File: src/verilog/bus_seq_pkg.sv
// Contract
// - Cacheable data load, multiple load or fetch miss runs as a four-word line fill.
// - Fill addresses are word aligned and ascend from the lowest word of the line.
// - A fill reads four aligned words and always fetches the boundary word first.
// - Requested fill word reaches cache and core together; later words stream while sequential.
// - Evicted line is written back only if region is write-back and line dirty.
// - Dirty eviction writes four ascending aligned words with four-word burst kind.
// - Atomic swap is one single read then one single write under bus lock.
// - Before an uncached swap, pending fills finish and the write buffer drains.
// - Uncached buffered swap locks the read and performs the write unbuffered.
// - Swap to a cacheable region is an ordinary data access with lock low.
// - In module test mode never master the bus; answer as slave when selected.
// - Abort ignored on buffered writes and fills; elsewhere it raises the abort exception (the code also ignores it on dirty evictions).
// - Simultaneous data and instruction misses: the data access runs and completes first.
// - Every other transfer drives the burst kind with the no-sequential-information code.
`default_nettype none
package bus_seq_pkg;
    // Burst kind codes
    localparam logic [1:0] BURST_NONE = 2'h0;
    localparam logic [1:0] BURST_FOUR = 2'h2;
    // Line geometry and address stepping
    localparam int LINE_BEATS = 4;
    localparam logic [31:0] ADDR_STEP = 32'h4;
    localparam logic [31:0] RESET_ADDR = 32'h0;
    // Sequencer states
    typedef enum logic [2:0] {
        S_IDLE = 3'h0,
        S_FILL = 3'h1,
        S_EVICT = 3'h2,
        S_SINGLE = 3'h3,
        S_SWAP_RD = 3'h4,
        S_SWAP_WR = 3'h5,
        S_ACK = 3'h6
    } seq_state_t;
endpackage
`default_nettype wire

File: src/verilog/beat_if.sv
`timescale 1ns/1ps
`default_nettype none
// Beat index handshake between the sequencer and its counter
interface beat_if #(parameter int W = 2);
    logic clear;
    logic adv;
    logic [W-1:0] idx;
    logic last;
    modport ctl (output clear, output adv, input idx, input last);
    modport cnt (input clear, input adv, output idx, output last);
endinterface
`default_nettype wire

File: src/verilog/beat_counter.sv
`timescale 1ns/1ps
`default_nettype none
module beat_counter #(
    parameter int BEATS = 4
) (
    input wire logic clk_sys_i,
    input wire logic nrst_i,
    beat_if.cnt bc
);
    localparam int W = $clog2(BEATS);
    localparam logic [W-1:0] LAST_IDX = W'(BEATS - 1);

    typedef struct packed {
        logic [W-1:0] idx;
    } cnt_t;

    cnt_t s_q;
    cnt_t s_d;

    // Clear wins so a new burst always starts on the boundary word
    always_comb
    begin
        s_d = s_q;
        if (bc.clear)
        begin
            s_d.idx = '0;
        end
        else if (bc.adv)
        begin
            s_d.idx = s_q.idx + 1'b1;
        end
    end

    always_ff @(posedge clk_sys_i or negedge nrst_i)
    begin
        if (!nrst_i)
        begin
            s_q <= '0;
        end
        else
        begin
            s_q <= s_d;
        end
    end

    assign bc.idx = s_q.idx;
    assign bc.last = (s_q.idx == LAST_IDX);
endmodule
`default_nettype wire

File: src/verilog/cache_bus_master_sequencer.sv
`timescale 1ns/1ps
`default_nettype none
module cache_bus_master_sequencer #(
    parameter int LINE_BEATS = bus_seq_pkg::LINE_BEATS
) (
    input wire logic clk_sys_i,
    input wire logic nrst_i,
    input wire logic test_mode_i,
    input wire logic slave_select_i,
    input wire logic d_req_i,
    input wire logic d_write_i,
    input wire logic d_swap_i,
    input wire logic d_cacheable_i,
    input wire logic [31:0] d_addr_i,
    input wire logic [31:0] d_wdata_i,
    input wire logic i_req_i,
    input wire logic i_cacheable_i,
    input wire logic [31:0] i_addr_i,
    input wire logic core_seq_i,
    input wire logic evict_req_i,
    input wire logic evict_dirty_i,
    input wire logic evict_wb_region_i,
    input wire logic [31:0] evict_addr_i,
    input wire logic [LINE_BEATS*32-1:0] evict_line_i,
    input wire logic wbuf_valid_i,
    input wire logic [31:0] wbuf_addr_i,
    input wire logic [31:0] wbuf_data_i,
    input wire logic bus_gnt_i,
    input wire logic bus_done_i,
    input wire logic bus_abort_i,
    input wire logic [31:0] bus_rdata_i,
    output logic bus_req_o,
    output logic bus_valid_o,
    output logic bus_write_o,
    output logic bus_lock_o,
    output logic [1:0] bus_burst_o,
    output logic [31:0] bus_addr_o,
    output logic [31:0] bus_wdata_o,
    output logic [31:0] core_rdata_o,
    output logic d_done_o,
    output logic i_done_o,
    output logic stream_o,
    output logic fill_we_o,
    output logic fill_icache_o,
    output logic [$clog2(LINE_BEATS)-1:0] fill_idx_o,
    output logic evict_done_o,
    output logic wbuf_pop_o,
    output logic abort_o,
    output logic slave_ack_o
);
    localparam int IW = $clog2(LINE_BEATS);
    localparam int LW = LINE_BEATS * 32;
    localparam int LOB = IW + 2;

    typedef struct packed {
        bus_seq_pkg::seq_state_t state;
        logic req;
        logic valid;
        logic write;
        logic lock;
        logic [1:0] burst;
        logic [31:0] addr;
        logic [31:0] wdata;
        logic [LW-1:0] line;
        logic [IW-1:0] crit;
        logic instr;
        logic streaming;
        logic abort_ok;
        logic wbuf_op;
        logic [31:0] rdata;
        logic d_done;
        logic i_done;
        logic stream;
        logic fill_we;
        logic fill_icache;
        logic [IW-1:0] fill_idx;
        logic evict_done;
        logic wbuf_pop;
        logic abort;
        logic slave_ack;
    } seq_t;

    seq_t s_q;
    seq_t s_d;
    logic start;
    logic beat_end;
    logic [31:0] sel_addr;
    logic sel_cache;
    logic d_store;

    beat_if #(.W(IW)) bc_if ();

    beat_counter #(.BEATS(LINE_BEATS)) u_beats (
        .clk_sys_i(clk_sys_i),
        .nrst_i(nrst_i),
        .bc(bc_if)
    );

    // Lowest byte address of the line holding a
    function automatic logic [31:0] line_base(input logic [31:0] a);
        return a & ~((32'h1 << LOB) - 32'h1);
    endfunction

    // One word of a captured line
    function automatic logic [31:0] line_word(input logic [LW-1:0] l, input logic [IW-1:0] i);
        return l[{i, 5'h00} +: 32];
    endfunction

    // Data side wins the pick when both caches miss together
    assign sel_addr = d_req_i ? d_addr_i : i_addr_i;
    assign sel_cache = d_req_i ? d_cacheable_i : i_cacheable_i;
    assign d_store = d_req_i && d_write_i && !d_swap_i;
    assign beat_end = s_q.valid && (bus_done_i || bus_abort_i);
    assign bc_if.clear = start;
    assign bc_if.adv = beat_end && (s_q.state inside {bus_seq_pkg::S_FILL, bus_seq_pkg::S_EVICT});

    // Sequencer next state; one bus operation at a time keeps ordering simple
    always_comb
    begin
        s_d = s_q;
        start = 1'b0;
        s_d.d_done = 1'b0;
        s_d.i_done = 1'b0;
        s_d.stream = 1'b0;
        s_d.fill_we = 1'b0;
        s_d.evict_done = 1'b0;
        s_d.wbuf_pop = 1'b0;
        s_d.abort = 1'b0;
        s_d.slave_ack = test_mode_i && slave_select_i;
        if (s_q.req && !s_q.valid && bus_gnt_i)
        begin
            s_d.valid = 1'b1;
        end
        unique case (s_q.state)
            bus_seq_pkg::S_IDLE:
            begin
                s_d.burst = bus_seq_pkg::BURST_NONE;
                s_d.wbuf_op = 1'b0;
                s_d.abort_ok = 1'b1;
                if (test_mode_i)
                begin
                    s_d.req = 1'b0;
                end
                else if (evict_req_i)
                begin
                    if (evict_dirty_i && evict_wb_region_i)
                    begin
                        s_d.state = bus_seq_pkg::S_EVICT;
                        s_d.req = 1'b1;
                        s_d.write = 1'b1;
                        s_d.abort_ok = 1'b0;
                        s_d.burst = bus_seq_pkg::BURST_FOUR;
                        s_d.addr = line_base(evict_addr_i);
                        s_d.line = evict_line_i;
                        s_d.wdata = line_word(evict_line_i, '0);
                        start = 1'b1;
                    end
                    else
                    begin
                        s_d.evict_done = 1'b1;
                        s_d.state = bus_seq_pkg::S_ACK;
                    end
                end
                else if (wbuf_valid_i)
                begin
                    // Buffered writes drain ahead of any new read
                    s_d.state = bus_seq_pkg::S_SINGLE;
                    s_d.req = 1'b1;
                    s_d.write = 1'b1;
                    s_d.wbuf_op = 1'b1;
                    s_d.abort_ok = 1'b0;
                    s_d.addr = {wbuf_addr_i[31:2], 2'h0};
                    s_d.wdata = wbuf_data_i;
                end
                else if (d_req_i || i_req_i)
                begin
                    s_d.req = 1'b1;
                    s_d.instr = !d_req_i;
                    s_d.write = d_store;
                    s_d.wdata = d_wdata_i;
                    s_d.addr = {sel_addr[31:2], 2'h0};
                    s_d.state = bus_seq_pkg::S_SINGLE;
                    if (sel_cache && !d_store)
                    begin
                        // Cacheable swap lands here too and keeps the lock low
                        s_d.state = bus_seq_pkg::S_FILL;
                        s_d.burst = bus_seq_pkg::BURST_FOUR;
                        s_d.addr = line_base(sel_addr);
                        s_d.crit = sel_addr[LOB-1:2];
                        s_d.abort_ok = 1'b0;
                        s_d.streaming = 1'b0;
                        start = 1'b1;
                    end
                    else if (d_req_i && d_swap_i)
                    begin
                        // Reached only with the write buffer empty
                        s_d.state = bus_seq_pkg::S_SWAP_RD;
                        s_d.lock = 1'b1;
                    end
                end
            end
            bus_seq_pkg::S_FILL:
            begin
                if (beat_end)
                begin
                    s_d.fill_we = 1'b1;
                    s_d.fill_icache = s_q.instr;
                    s_d.fill_idx = bc_if.idx;
                    s_d.rdata = bus_rdata_i;
                    if (bc_if.idx == s_q.crit)
                    begin
                        s_d.d_done = !s_q.instr;
                        s_d.i_done = s_q.instr;
                        s_d.streaming = 1'b1;
                    end
                    else
                    begin
                        // Streaming stops for good once the core leaves the line
                        s_d.stream = s_q.streaming && core_seq_i;
                        s_d.streaming = s_q.streaming && core_seq_i;
                    end
                    if (bc_if.last)
                    begin
                        s_d.valid = 1'b0;
                        s_d.req = 1'b0;
                        s_d.burst = bus_seq_pkg::BURST_NONE;
                        s_d.state = bus_seq_pkg::S_ACK;
                    end
                    else
                    begin
                        s_d.addr = s_q.addr + bus_seq_pkg::ADDR_STEP;
                    end
                end
            end
            bus_seq_pkg::S_EVICT:
            begin
                if (beat_end)
                begin
                    if (bc_if.last)
                    begin
                        s_d.evict_done = 1'b1;
                        s_d.valid = 1'b0;
                        s_d.req = 1'b0;
                        s_d.write = 1'b0;
                        s_d.burst = bus_seq_pkg::BURST_NONE;
                        s_d.state = bus_seq_pkg::S_ACK;
                    end
                    else
                    begin
                        s_d.addr = s_q.addr + bus_seq_pkg::ADDR_STEP;
                        s_d.wdata = line_word(s_q.line, IW'(bc_if.idx + 1'b1));
                    end
                end
            end
            bus_seq_pkg::S_SINGLE:
            begin
                if (beat_end)
                begin
                    s_d.rdata = bus_rdata_i;
                    s_d.wbuf_pop = s_q.wbuf_op;
                    s_d.d_done = !s_q.wbuf_op && !s_q.instr;
                    s_d.i_done = !s_q.wbuf_op && s_q.instr;
                    s_d.abort = bus_abort_i && s_q.abort_ok;
                    s_d.valid = 1'b0;
                    s_d.req = 1'b0;
                    s_d.write = 1'b0;
                    s_d.state = bus_seq_pkg::S_ACK;
                end
            end
            bus_seq_pkg::S_SWAP_RD:
            begin
                if (beat_end)
                begin
                    s_d.rdata = bus_rdata_i;
                    if (bus_abort_i)
                    begin
                        // No write after a failed read; drop the lock at once
                        s_d.abort = 1'b1;
                        s_d.d_done = 1'b1;
                        s_d.lock = 1'b0;
                        s_d.valid = 1'b0;
                        s_d.req = 1'b0;
                        s_d.state = bus_seq_pkg::S_ACK;
                    end
                    else
                    begin
                        // Valid stays up so the write follows with no gap
                        s_d.write = 1'b1;
                        s_d.state = bus_seq_pkg::S_SWAP_WR;
                    end
                end
            end
            bus_seq_pkg::S_SWAP_WR:
            begin
                if (beat_end)
                begin
                    s_d.abort = bus_abort_i;
                    s_d.d_done = 1'b1;
                    s_d.lock = 1'b0;
                    s_d.valid = 1'b0;
                    s_d.req = 1'b0;
                    s_d.write = 1'b0;
                    s_d.state = bus_seq_pkg::S_ACK;
                end
            end
            bus_seq_pkg::S_ACK:
            begin
                // One quiet cycle lets the requester drop its request
                s_d.state = bus_seq_pkg::S_IDLE;
            end
            default:
            begin
                s_d = '0;
            end
        endcase
    end

    always_ff @(posedge clk_sys_i or negedge nrst_i)
    begin
        if (!nrst_i)
        begin
            s_q <= '0;
        end
        else
        begin
            s_q <= s_d;
        end
    end

    // Every output straight from the state register
    assign bus_req_o = s_q.req;
    assign bus_valid_o = s_q.valid;
    assign bus_write_o = s_q.write;
    assign bus_lock_o = s_q.lock;
    assign bus_burst_o = s_q.burst;
    assign bus_addr_o = s_q.addr;
    assign bus_wdata_o = s_q.wdata;
    assign core_rdata_o = s_q.rdata;
    assign d_done_o = s_q.d_done;
    assign i_done_o = s_q.i_done;
    assign stream_o = s_q.stream;
    assign fill_we_o = s_q.fill_we;
    assign fill_icache_o = s_q.fill_icache;
    assign fill_idx_o = s_q.fill_idx;
    assign evict_done_o = s_q.evict_done;
    assign wbuf_pop_o = s_q.wbuf_pop;
    assign abort_o = s_q.abort;
    assign slave_ack_o = s_q.slave_ack;
endmodule
`default_nettype wire

File: config.mk
export PLATFORM = sky130hd
export DESIGN_NAME = cache_bus_master_sequencer
export DESIGN_NICKNAME = d
export VERILOG_FILES = /design/src/verilog/bus_seq_pkg.sv /design/src/verilog/beat_if.sv /design/src/verilog/beat_counter.sv /design/src/verilog/cache_bus_master_sequencer.sv
export SDC_FILE = /design/constraint.sdc
export NUM_CORES = 1
export LEC_CHECK = 0
export ABC_CLOCK_PERIOD_IN_PS = 2100
export BUFFER_PORTS_ARGS = -buffer_cell sky130_fd_sc_hd__buf_2
export CAP_MARGIN = 20
export CORE_UTILIZATION = 40
export CTS_CLUSTER_DIAMETER = 40
export DETAILED_ROUTE_END_ITERATION = 8
export PLACE_DENSITY = 0.69
export SLEW_MARGIN = 15
export SYNTH_ARGS = -nofsm -noshare
export SYNTH_HDL_FRONTEND = slang
export SYNTH_HIERARCHICAL = 1
export SYNTH_SLANG_ARGS = --single-unit
File: constraint.sdc
create_clock -name clk_sys_i -period 2.1 [get_ports clk_sys_i]
set_clock_uncertainty 0.05 [all_clocks]
set_input_delay 0 -clock clk_sys_i [delete_from_list [all_inputs] [get_ports clk_sys_i]]
set_output_delay 0 -clock clk_sys_i [all_outputs]
set_load 0.01 [all_outputs]
Word-level counts from Yosys, hierarchy flattened
Cells that the tools add are included.
{"block": "op_classes", "shift": 1, "n_reduce_logical": 48, "eq_ne": 32, "bitwise": 9, "addsub": 2, "muxes": 94}
{"cell": "$pmux W131 S2", "n": 1}
{"cell": "$mux W202", "n": 1}
{"cell": "$mux W194", "n": 1}
{"cell": "$pmux W34 S4", "n": 1}
{"cell": "$mux W66", "n": 2}
{"cell": "$mux W128", "n": 1}
{"cell": "$mux W64", "n": 2}
{"cell": "$pmux W32 S4", "n": 1}
{"cell": "$shiftx A128 B8 Y32", "n": 1}
{"cell": "$mux W34", "n": 3}
{"cell": "$pmux W32 S3", "n": 1}
{"cell": "$mux W68", "n": 1}
{"cell": "$mux W32", "n": 2}
{"cell": "$ne A2 B2 Y1 const B", "n": 20}
{"cell": "$mux W39", "n": 1}
{"cell": "$mux W1", "n": 36}
{"cell": "$mux W33", "n": 1}
{"cell": "$add A32 B3 Y32 const B", "n": 1}
{"cell": "$mux W4", "n": 5}
{"cell": "$reduce_and A10 Y1", "n": 2}
{"cell": "$mux W2", "n": 9}
{"cell": "$mux W6", "n": 3}
{"cell": "$pmux W3 S6", "n": 1}
{"cell": "$mux W3", "n": 5}
{"cell": "other kinds (38)", "n": 84}
{"block": "word_totals", "regBits": 252, "out_inout_bits": 113, "inputBits": 370, "elab_cells": 212}

Longest topological paths before layout
Gate-level depths: netlist of the first run.
{"block": "depth", "word_depth": 11, "depth_mapped": 9, "ltp_nobuf": 6}

Modules after synthesis
The synthesis of the first run kept the hierarchy.
{"mod": "cache_bus_master_sequencer", "area_each_um2": 13728.2, "instances": 1, "cells_per_inst": 1518, "seq_area_each_um2": 6180.9}
{"mod": "beat_counter", "area_each_um2": 88.8, "instances": 1, "cells_per_inst": 7, "seq_area_each_um2": 50.0}

Least setup slack after synthesis of the first run
No wires, ideal clock.
{"block": "synth_timing", "path_type": "reg2reg", "start": "register u_beats.s_q, in the netlist u_beats/bc.idx[1]", "end": "register s_q, in the netlist bus_wdata_o[27]", "slack_ns": -0.060, "n_path_buf": 2, "required_ns": 1.917, "arrival_ns": 1.977, "setup_ns": 0.133, "path_stages_with_launch": 6, "synth_period_minus_slack_ns": 2.160, "cell_sequence": "dfrtp_1 > buf_2 > buf_1 > mux4_2 > a221oi_1 > o21ai_0"}
{"block": "synth_via", "elab_chain_len": 5, "word_cells_on_any_way": 8, "cone_classes": "add/sub (1); eq/ne (2); shift (1); mux (3); reduce/logical (1)"}
{"item": "start, declared", "line": "beat_counter.sv:17", "rtl": "cnt_t s_q;"}
{"item": "start signal, assigned", "line": "beat_counter.sv:38", "rtl": "s_q <= '0;"}
{"item": "start signal, assigned", "line": "beat_counter.sv:42", "rtl": "s_q <= s_d;"}
{"item": "$add A2 B1 Y2", "line": "cache_bus_master_sequencer.sv:251", "rtl": "s_d.wdata = line_word(s_q.line, IW'(bc_if.idx + 1'b1));"}
{"item": "$shiftx A128 B8 Y32", "line": "cache_bus_master_sequencer.sv:106", "rtl": "return l[{i, 5'h00} +: 32];"}
{"item": "$mux W64", "line": "cache_bus_master_sequencer.sv:239", "rtl": "if (bc_if.last)"}
{"item": "$mux W66", "line": "cache_bus_master_sequencer.sv:237", "rtl": "if (beat_end)"}
{"item": "$pmux W32 S3", "line": "cache_bus_master_sequencer.sv:134", "rtl": "unique case (s_q.state)"}
{"item": "end signal, assigned", "line": "cache_bus_master_sequencer.sv:322", "rtl": "s_q <= '0;"}
{"item": "end signal, assigned", "line": "cache_bus_master_sequencer.sv:326", "rtl": "s_q <= s_d;"}
{"item": "end, declared", "line": "cache_bus_master_sequencer.sv:83", "rtl": "seq_t s_q;"}
Parallel ways exist; a longest one is shown, timed or not. The select of a mux whose other input is x is not followed.
A chain may end at the register's enable or synchronous reset.

Worst setup path after layout of the first run
{"block": "layout_timing", "start": "register s_q[249] (netlist name)", "end": "register s_q, in the netlist bus_addr_o[20]"}
{"block": "layout_via", "elab_chain_len": 4, "word_cells_on_any_way": 18, "cone_classes": "eq/ne (13); mux (1); bitwise (1); reduce/logical (3)"}
{"item": "$eq A3 B3 Y1 or $eq A3 B2 Y1 (tied branches)", "line": "cache_bus_master_sequencer.sv:134"}
{"item": "$reduce_or A4 Y1 (no line)"}
{"item": "$not A1 Y1 (no line)"}
{"item": "$reduce_and A8 Y1 (no line)"}
Parallel ways exist; a longest one is shown, timed or not.

==> metrics.md, run 1 <==
| Metric | Value |
|---|---|
| Clk_lat worst skew | 0.54 ns |
| Startpoint Class | register |
| Lkg Pwr | 9.63 nW |
| First-pass GRT wire length | 88.6 mm |
| DIE AREA | 0.0353 mm2 |
| Count of final hold-check violations | 13 |
| Die X | 188 um |
| Failing checks | hold timing |
| Placed Instance Area | 0.0165 mm2 |
| Routed met3 length | 5.25 mm |
| TNS Setup | 0 ns |
| Critical path cell sequence | or4_4 > o31ai_4 > nor2_2 > o21a_1 > or3_1 |
| Syn Inst Count | 1525 |
| Routed wl met2 | 27.1 mm |
| Cell area after layout | 0.0212 mm2 |
| Buf+Inv Stages, Crit Path | 0 |
| Starting density of the core | 40.9% |
| Die Span Y | 188 um |
| I/O pin cnt | 483 |
| Num Clock Sinks | 249 |
| CTS root buf | clkbuf_16 |
| Overflow left after global routing | 0 |
| Layout area overhead | 53.3% |
| Routed Antenna Nets | 0 |
| Max VDD drop | 0.580 mV |
| Slew margin rel. | 45.9% |
| Final period util | 98.4% |
| Critical path origin | s_q[249] |
| Uppermost layer routed | met4 |
| Avg WL per Cell | 21.1 um |
| WP data arrival | 2.41 ns |
| WL final | 57.3 mm |
| CP top delay family | simple AND/OR/NAND/NOR gates |
| Initial antenna violation count | 4 |
| R2R depth | 5 |
| Port Buf Inserts | 469 |
| Synth Area per Inst | 9.06 um2 |
| CTS clk-pin slew, worst paths | 0.05 ns |
| Initial DRC count | 1160 |
| Largest net degree at the start of global routing | 83 |
| Most used flip-flop cell after synthesis | dfrtp_1 |
| R2r setup slk | 0.03 ns |
| Max FO, Critical Path | 6 |
| Ys Warns | 6 |
| Vias | 15400 |
| Final setup viols | 0 |
| Core Footprint | 0.0338 mm2 |
| H-Tree Depth | 2 |
| Reg-to-Reg End | bus_addr_o[20] |
| Kind of critical path | register to register |
| Worst hold-check path type | primary input to async pin |
| Vias in the first global route | 15700 |
| CP peak stage delay | 0.57 ns |
| Minimum clock period | 2.07 ns |
| Synth cell types | 68 |
| CTS tree | built |
| Hold Worst Slack | -0.0227 ns |
| Element type at the critical path end | register |
| Post-synth EDFFs | 0 |
| GP Congestion | 0.945 |
| Achievable Freq | 484 MHz |
| Nets | 2602 |
| # Max-Cap Violations | 0 |
| GR Util All Layers | 32.3% |
| Asr flop ratio synth | 100% |
| CP max stage cell | or4_4 |
| Max Slew Vio Count | 0 |
| Ratio of cells with drive above 1 in the final layout | 32.0% |
| Met1 WL | 21.7 mm |
| Fill count | 2615 |
| Critical R2R Launch | s_q[249] |
| Outcome | finished with violations |
| Vias per Instance | 5.67 |
| Rows | 67 |
| Post-DP HPWL | 36.6 mm |
| Seq/Total Area, Yosys | 45.1% |
| Worst slew pin tran | 0.812 ns |
| #FFs+latches synth | 249 |
| Power density cells | 1040 mW/mm2 |
| DR pass1 iterations | 6 |
| Req. time, crit path | 2.44 ns |
| RSZ-0062 raised after global routing | true |
| CTS Buf Count | 43 |
| Longest Clk Path Bufs | 3 |
| DRC viols | 0 |
| Cell area after synthesis | 0.0138 mm2 |
## cells in the final DEF (no fill, tap or decap), drive strengths merged, types with 40 or more instances in the layout
master / instances
buf: 582
dlygate4sd3: 305
nand2: 302
dfrtp: 249
o21ai: 190
nor2: 67
nand3: 56
clkbuf: 52
a221oi: 47
a21oi: 44
a22oi: 40
## worst max-delay path by stage
stage	end	cells past startpoint
5_1_grt	bus_addr_o[21]	6
6_report	bus_addr_o[20]	5
3_5_place_dp	bus_addr_o[17]	6
2_1_floorplan	bus_addr_o[14]	7
3_3_place_gp	bus_addr_o[17]	6
4_1_cts	bus_wdata_o[11]	6
## stage by stage
step           cells  total power [mW]  hold WS (ns)  utilization (%)  setup slack [ns]
2_1_floorplan   1527              11.6        -0.346                -           0.00605
3_3_place_gp    2324              14.0       -0.0210             48.9           -0.0522
3_5_place_dp    2324              14.1       -0.0233             48.9            -0.107
4_1_cts         2706              21.8       0.00152             62.3            0.0146
5_1_grt         2714              23.1        0.0175             62.7           -0.0589
6_report        2715              22.0       -0.0227             62.7            0.0332
## cell usage after synthesis, types with 4 or more instances
cell      number  area [um2]
a21oi_1       44         220
dfrtp_1      249        6230
clkbuf_1      82         308
mux4_2        32         721
nand4_1       13        81.3
buf_1         10        37.5
nor2b_1        9        56.3
nor3_1        23         115
xnor2_1        4        35.0
a22oi_1       40         300
nand3_1       56         280
nor2_1        67         251
a221o_1       15         150
a22o_1        33         289
or3_1          5        31.3
o221ai_1       8        70.1
o31ai_1       20         150
nand2_1      302        1130
o22ai_1       23         144
buf_4        101         758
buf_2         36         180
and3_1        13        81.3
a221oi_1      47         412
o21ai_0      189         946
o211ai_1       5        37.5
a31oi_1       12        75.1
and2_1         4        25.0
mux2_2         6        67.6
inv_1         14        52.6
o311ai_0       8        70.1
## per-layer routing
layer,GRT usage [%],up-vias
met5,0,-
met4,16.8,0
met3,6.94,232
met2,53.8,1006
met1,39.4,7251
li1,-,6894
## flip-flops by register name, summed over array words and instances, names as in the netlist, 2 cells and up
signal	count
core_rdata_o	32
bus_addr_o	30
fill_idx_o	2
u_beats/bc.idx	2
bus_wdata_o	32
s_q	137
## cell families after synthesis
family          after synthesis  share of synthesized area [%]
fa+ha+maj                     3                          0.254
simple gates                510                           16.1
xor+xnor                      5                          0.317
other cells                   1                         0.0271
compound gates              472                           22.7
buf+inv                     246                           9.76
flops                       249                           45.1
mux                          39                           5.78
## final cells by class
cell class / instances / area (um2) / area share, %
multi-input cells: 1032 / 6340 / 29.9
flip-flops and latches: 249 / 6230 / 29.4
clock buffers: 51 / 1140 / 5.36
clock inverters: 26 / 327 / 1.54
inverters: 16 / 63.8 / 0.301
well taps: 448 / 561 / 2.65
repair buffers: 888 / 6510 / 30.7
diodes: 5 / 12.5 / 0.0591
## report_power, final
part | leakage, nW | internal, mW | switching, mW
combinational | 5.54 | 3.51 | 4.64
clock | 0.706 | 4.54 | 2.59
sequential | 3.38 | 5.92 | 0.795
## repair_timing
item | in CTS | in global routing
pin swaps | 1 | 7
hold buffers | 305 | 0
endpoints found under the setup margin | 30 | 138
cloned | 0 | 1
setup buffers | 0 | 3
endpoints found under the hold margin | 478 | 0
resized for setup | 5 | 32
(Power assumes the default switching activity.)
==> run 2, diff against run 1 <==
--- a/config.mk
+++ b/config.mk
@@ -11,6 +11,7 @@
 export CORE_UTILIZATION = 40
 export CTS_CLUSTER_DIAMETER = 40
 export DETAILED_ROUTE_END_ITERATION = 8
+export MAX_ROUTING_LAYER = met4
 export PLACE_DENSITY = 0.69
 export SLEW_MARGIN = 15
 export SYNTH_ARGS = -nofsm -noshare
==> metrics.md, run 2 (synthesized netlist as in run 1, its figures left out) <==
| Metric | Value |
|---|---|
| Critical path cell sequence | or4_4 > buf_4 > nor3_4 > buf_8 > a221oi_1 > o21ai_0 |
| Met2 Resource Use GR | 52.0% |
| Sw Share | 36.4% |
| CP top delay family | simple AND/OR/NAND/NOR gates |
| Clk_lat worst skew | 0.53 ns |
| CTS root buf | clkbuf_16 |
| Worst slew pin tran | 0.853 ns |
| Worst hold-check path type | primary input to register |
| Longest Clk Path Bufs | 3 |
| Kind of critical path | register to register |
| Avg WL per Cell | 21.1 um |
| Minimum clock period | 2.12 ns |
| Starting density of the core | 40.9% |
| Hold path start | d_addr_i[20] |
| Vias | 15500 |
| R2r setup slk | -0.02 ns |
| Commonest non-fill, non-tap cell in the layout | buf_2 |
| Routed Antenna Nets | 0 |
| Post-DP HPWL | 36.9 mm |
| CP peak stage delay | 0.56 ns |
| Share of power burned in the clock network | 32.4% |
| Met1 usage | 38.8% |
| Combinational share of power | 37.1% |
| Count of final hold-check violations | 0 |
| Failing checks | setup timing |
| Vias per Instance | 5.70 |
| CTS tree | built |
| Worst Setup Slack, final | -0.0184 ns |
| Layout area overhead | 54.3% |
| Cell area after layout | 0.0213 mm2 |
| Switching Power | 8.06 mW |
| Max Slew Vio Count | 0 |
| GR peak layer | met2 |
| End of the worst hold path | bus_addr_o[20] |
| R2R depth | 6 |
| Lkg Pwr | 9.72 nW |
| Ratio of cells with drive above 1 in the final layout | 32.2% |
| Die Span Y | 188 um |
| Largest net degree at the start of global routing | 83 |
| Element type at the critical path end | register |
| Buf+Inv Stages, Crit Path | 2 |
| Slew margin rel. | 42.9% |
| Req. time, crit path | 2.49 ns |
| GR Util All Layers | 32.4% |
| GP Congestion | 0.961 |
| Flop pwr share | 30.4% |
| DR pass1 iterations | 5 |
| Multi-input logic area | 0.00636 mm2 |
| CTS clk-pin slew, worst paths | 0.06 ns |
| Reg-to-Reg End | bus_wdata_o[21] |
| Vias in the first global route | 15800 |
| Final period util | 101% |
| Most frequent cells in the layout | buf_2 (468), dlygate4sd3_1 (307), nand2_1 (302) |
| Core Footprint | 0.0338 mm2 |
| H-Tree Depth | 2 |
| Max VDD drop | 0.614 mV |
| Startpoint Class | register |
| Nets | 2607 |
| Overflow left after global routing | 0 |
| Port Buf Inserts | 469 |
| Initial antenna violation count | 2 |
| DIE AREA | 0.0353 mm2 |
| I/O pin cnt | 483 |
| CTS Buf Count | 42 |
| Hold path depth | 4 |
| Initial DRC count | 1267 |
| Largest register FFs | 137 |
| Num Clock Sinks | 249 |
| Fill count | 2590 |
| First-pass GRT wire length | 86.8 mm |
| Placed Instance Area | 0.0165 mm2 |
| Routing usage on met3 | 5.47% |
| WP data arrival | 2.51 ns |
| DP Worst Slack | -0.0632 ns |
| Die X | 188 um |
| Achievable Freq | 472 MHz |
| Biggest register | s_q |
| Critical R2R Launch | s_q[249] |
| Outcome | finished with violations |
| Power density cells | 1040 mW/mm2 |
| # Max-Cap Violations | 0 |
| CP max stage cell | or4_4 |
| Reg area | 0.00623 mm2 |
| DRC viols | 0 |
| RSZ-0062 raised after global routing | true |
| Final setup viols | 3 |
| Max FO, Critical Path | 22 |
| Internal power | 14.1 mW |
| Rows | 67 |
| WL final | 57.3 mm |
[run 2: cell count changes in the layout (fill, tap and decap cells not counted), sizes merged]
cell,previous run,this run
clkbuf,52,58
diode,5,2
inv,22,25
clkinv,9,7
clkinvlp,6,4
dlygate4sd3,305,307
[run 2: worst max path at each step]
stage | start | to | slack, ns | cells after the start
3_3_place_gp | s_q[249] | bus_addr_o[20] | -0.06 | 5
2_1_floorplan | s_q[247] | bus_addr_o[14] | 0.006 | 7
4_1_cts | s_q[249] | bus_wdata_o[11] | 0.005 | 6
5_1_grt | s_q[249] | bus_addr_o[13] | -0.08 | 6
3_5_place_dp | s_q[249] | bus_wdata_o[11] | -0.06 | 6
6_report | s_q[249] | bus_wdata_o[21] | -0.02 | 6
[run 2: what timing repair did]
action / in CTS / in global routing
buffers inserted: 0 / 3
resized for setup: 7 / 23
hold endpoints to repair: 478 / 0
endpoints found under the setup margin: 13 / 92
cloned: 0 / 4
hold buffers: 307 / 0
[run 2: area by class of cell]
class	count	share of cell area, %
antenna	2	0.0235
timing repair buffer	894	31.0
clock buffer	53	5.41
clock inverter	25	1.53
inverter	16	0.288
sequential	249	29.2
multi-input combinational	1032	29.8
tap	448	2.63
[run 2: metal layers]
metal | wire (um) | up-vias
li1 | - | 6895
met1 | 22200 | 7384
met2 | 26900 | 1009
met3 | 4890 | 210
met4 | 3380 | 0
met5 | 0 | -
[run 2: worst reg2reg max path: stages (launching register included)]
cell,delay (ns)
dfrtp_1,0.37
or4_4,0.56
buf_4,0.25
nor3_4,0.25
buf_8,0.22
a221oi_1,0.15
o21ai_0,0.20
[run 2: power by group through the flow]
stage / logic (mW) / clock network (mW) / registers (mW)
floorplan: 5.07 / 0 / 6.57
global placement: 7.27 / 0 / 6.72
detailed placement: 7.41 / 0 / 6.75
CTS: 7.92 / 7.23 / 6.68
global route: 8.84 / 7.46 / 6.85
finish: 8.21 / 7.18 / 6.73
[run 2: per-stage QoR]
stage               hold WS, ns  setup TNS (ns)  util (%)  cells  power (mW)
floorplan                -0.346               0         -   1527        11.6
global placement        -0.0581         -0.0648      48.9   2325        14.0
detailed placement      -0.0596          -0.374      48.9   2325        14.2
CTS                     0.00227               0      62.5   2710        21.8
global route             0.0432           -1.12      63.1   2719        23.1
finish                   0.0204         -0.0325      63.1   2719        22.1
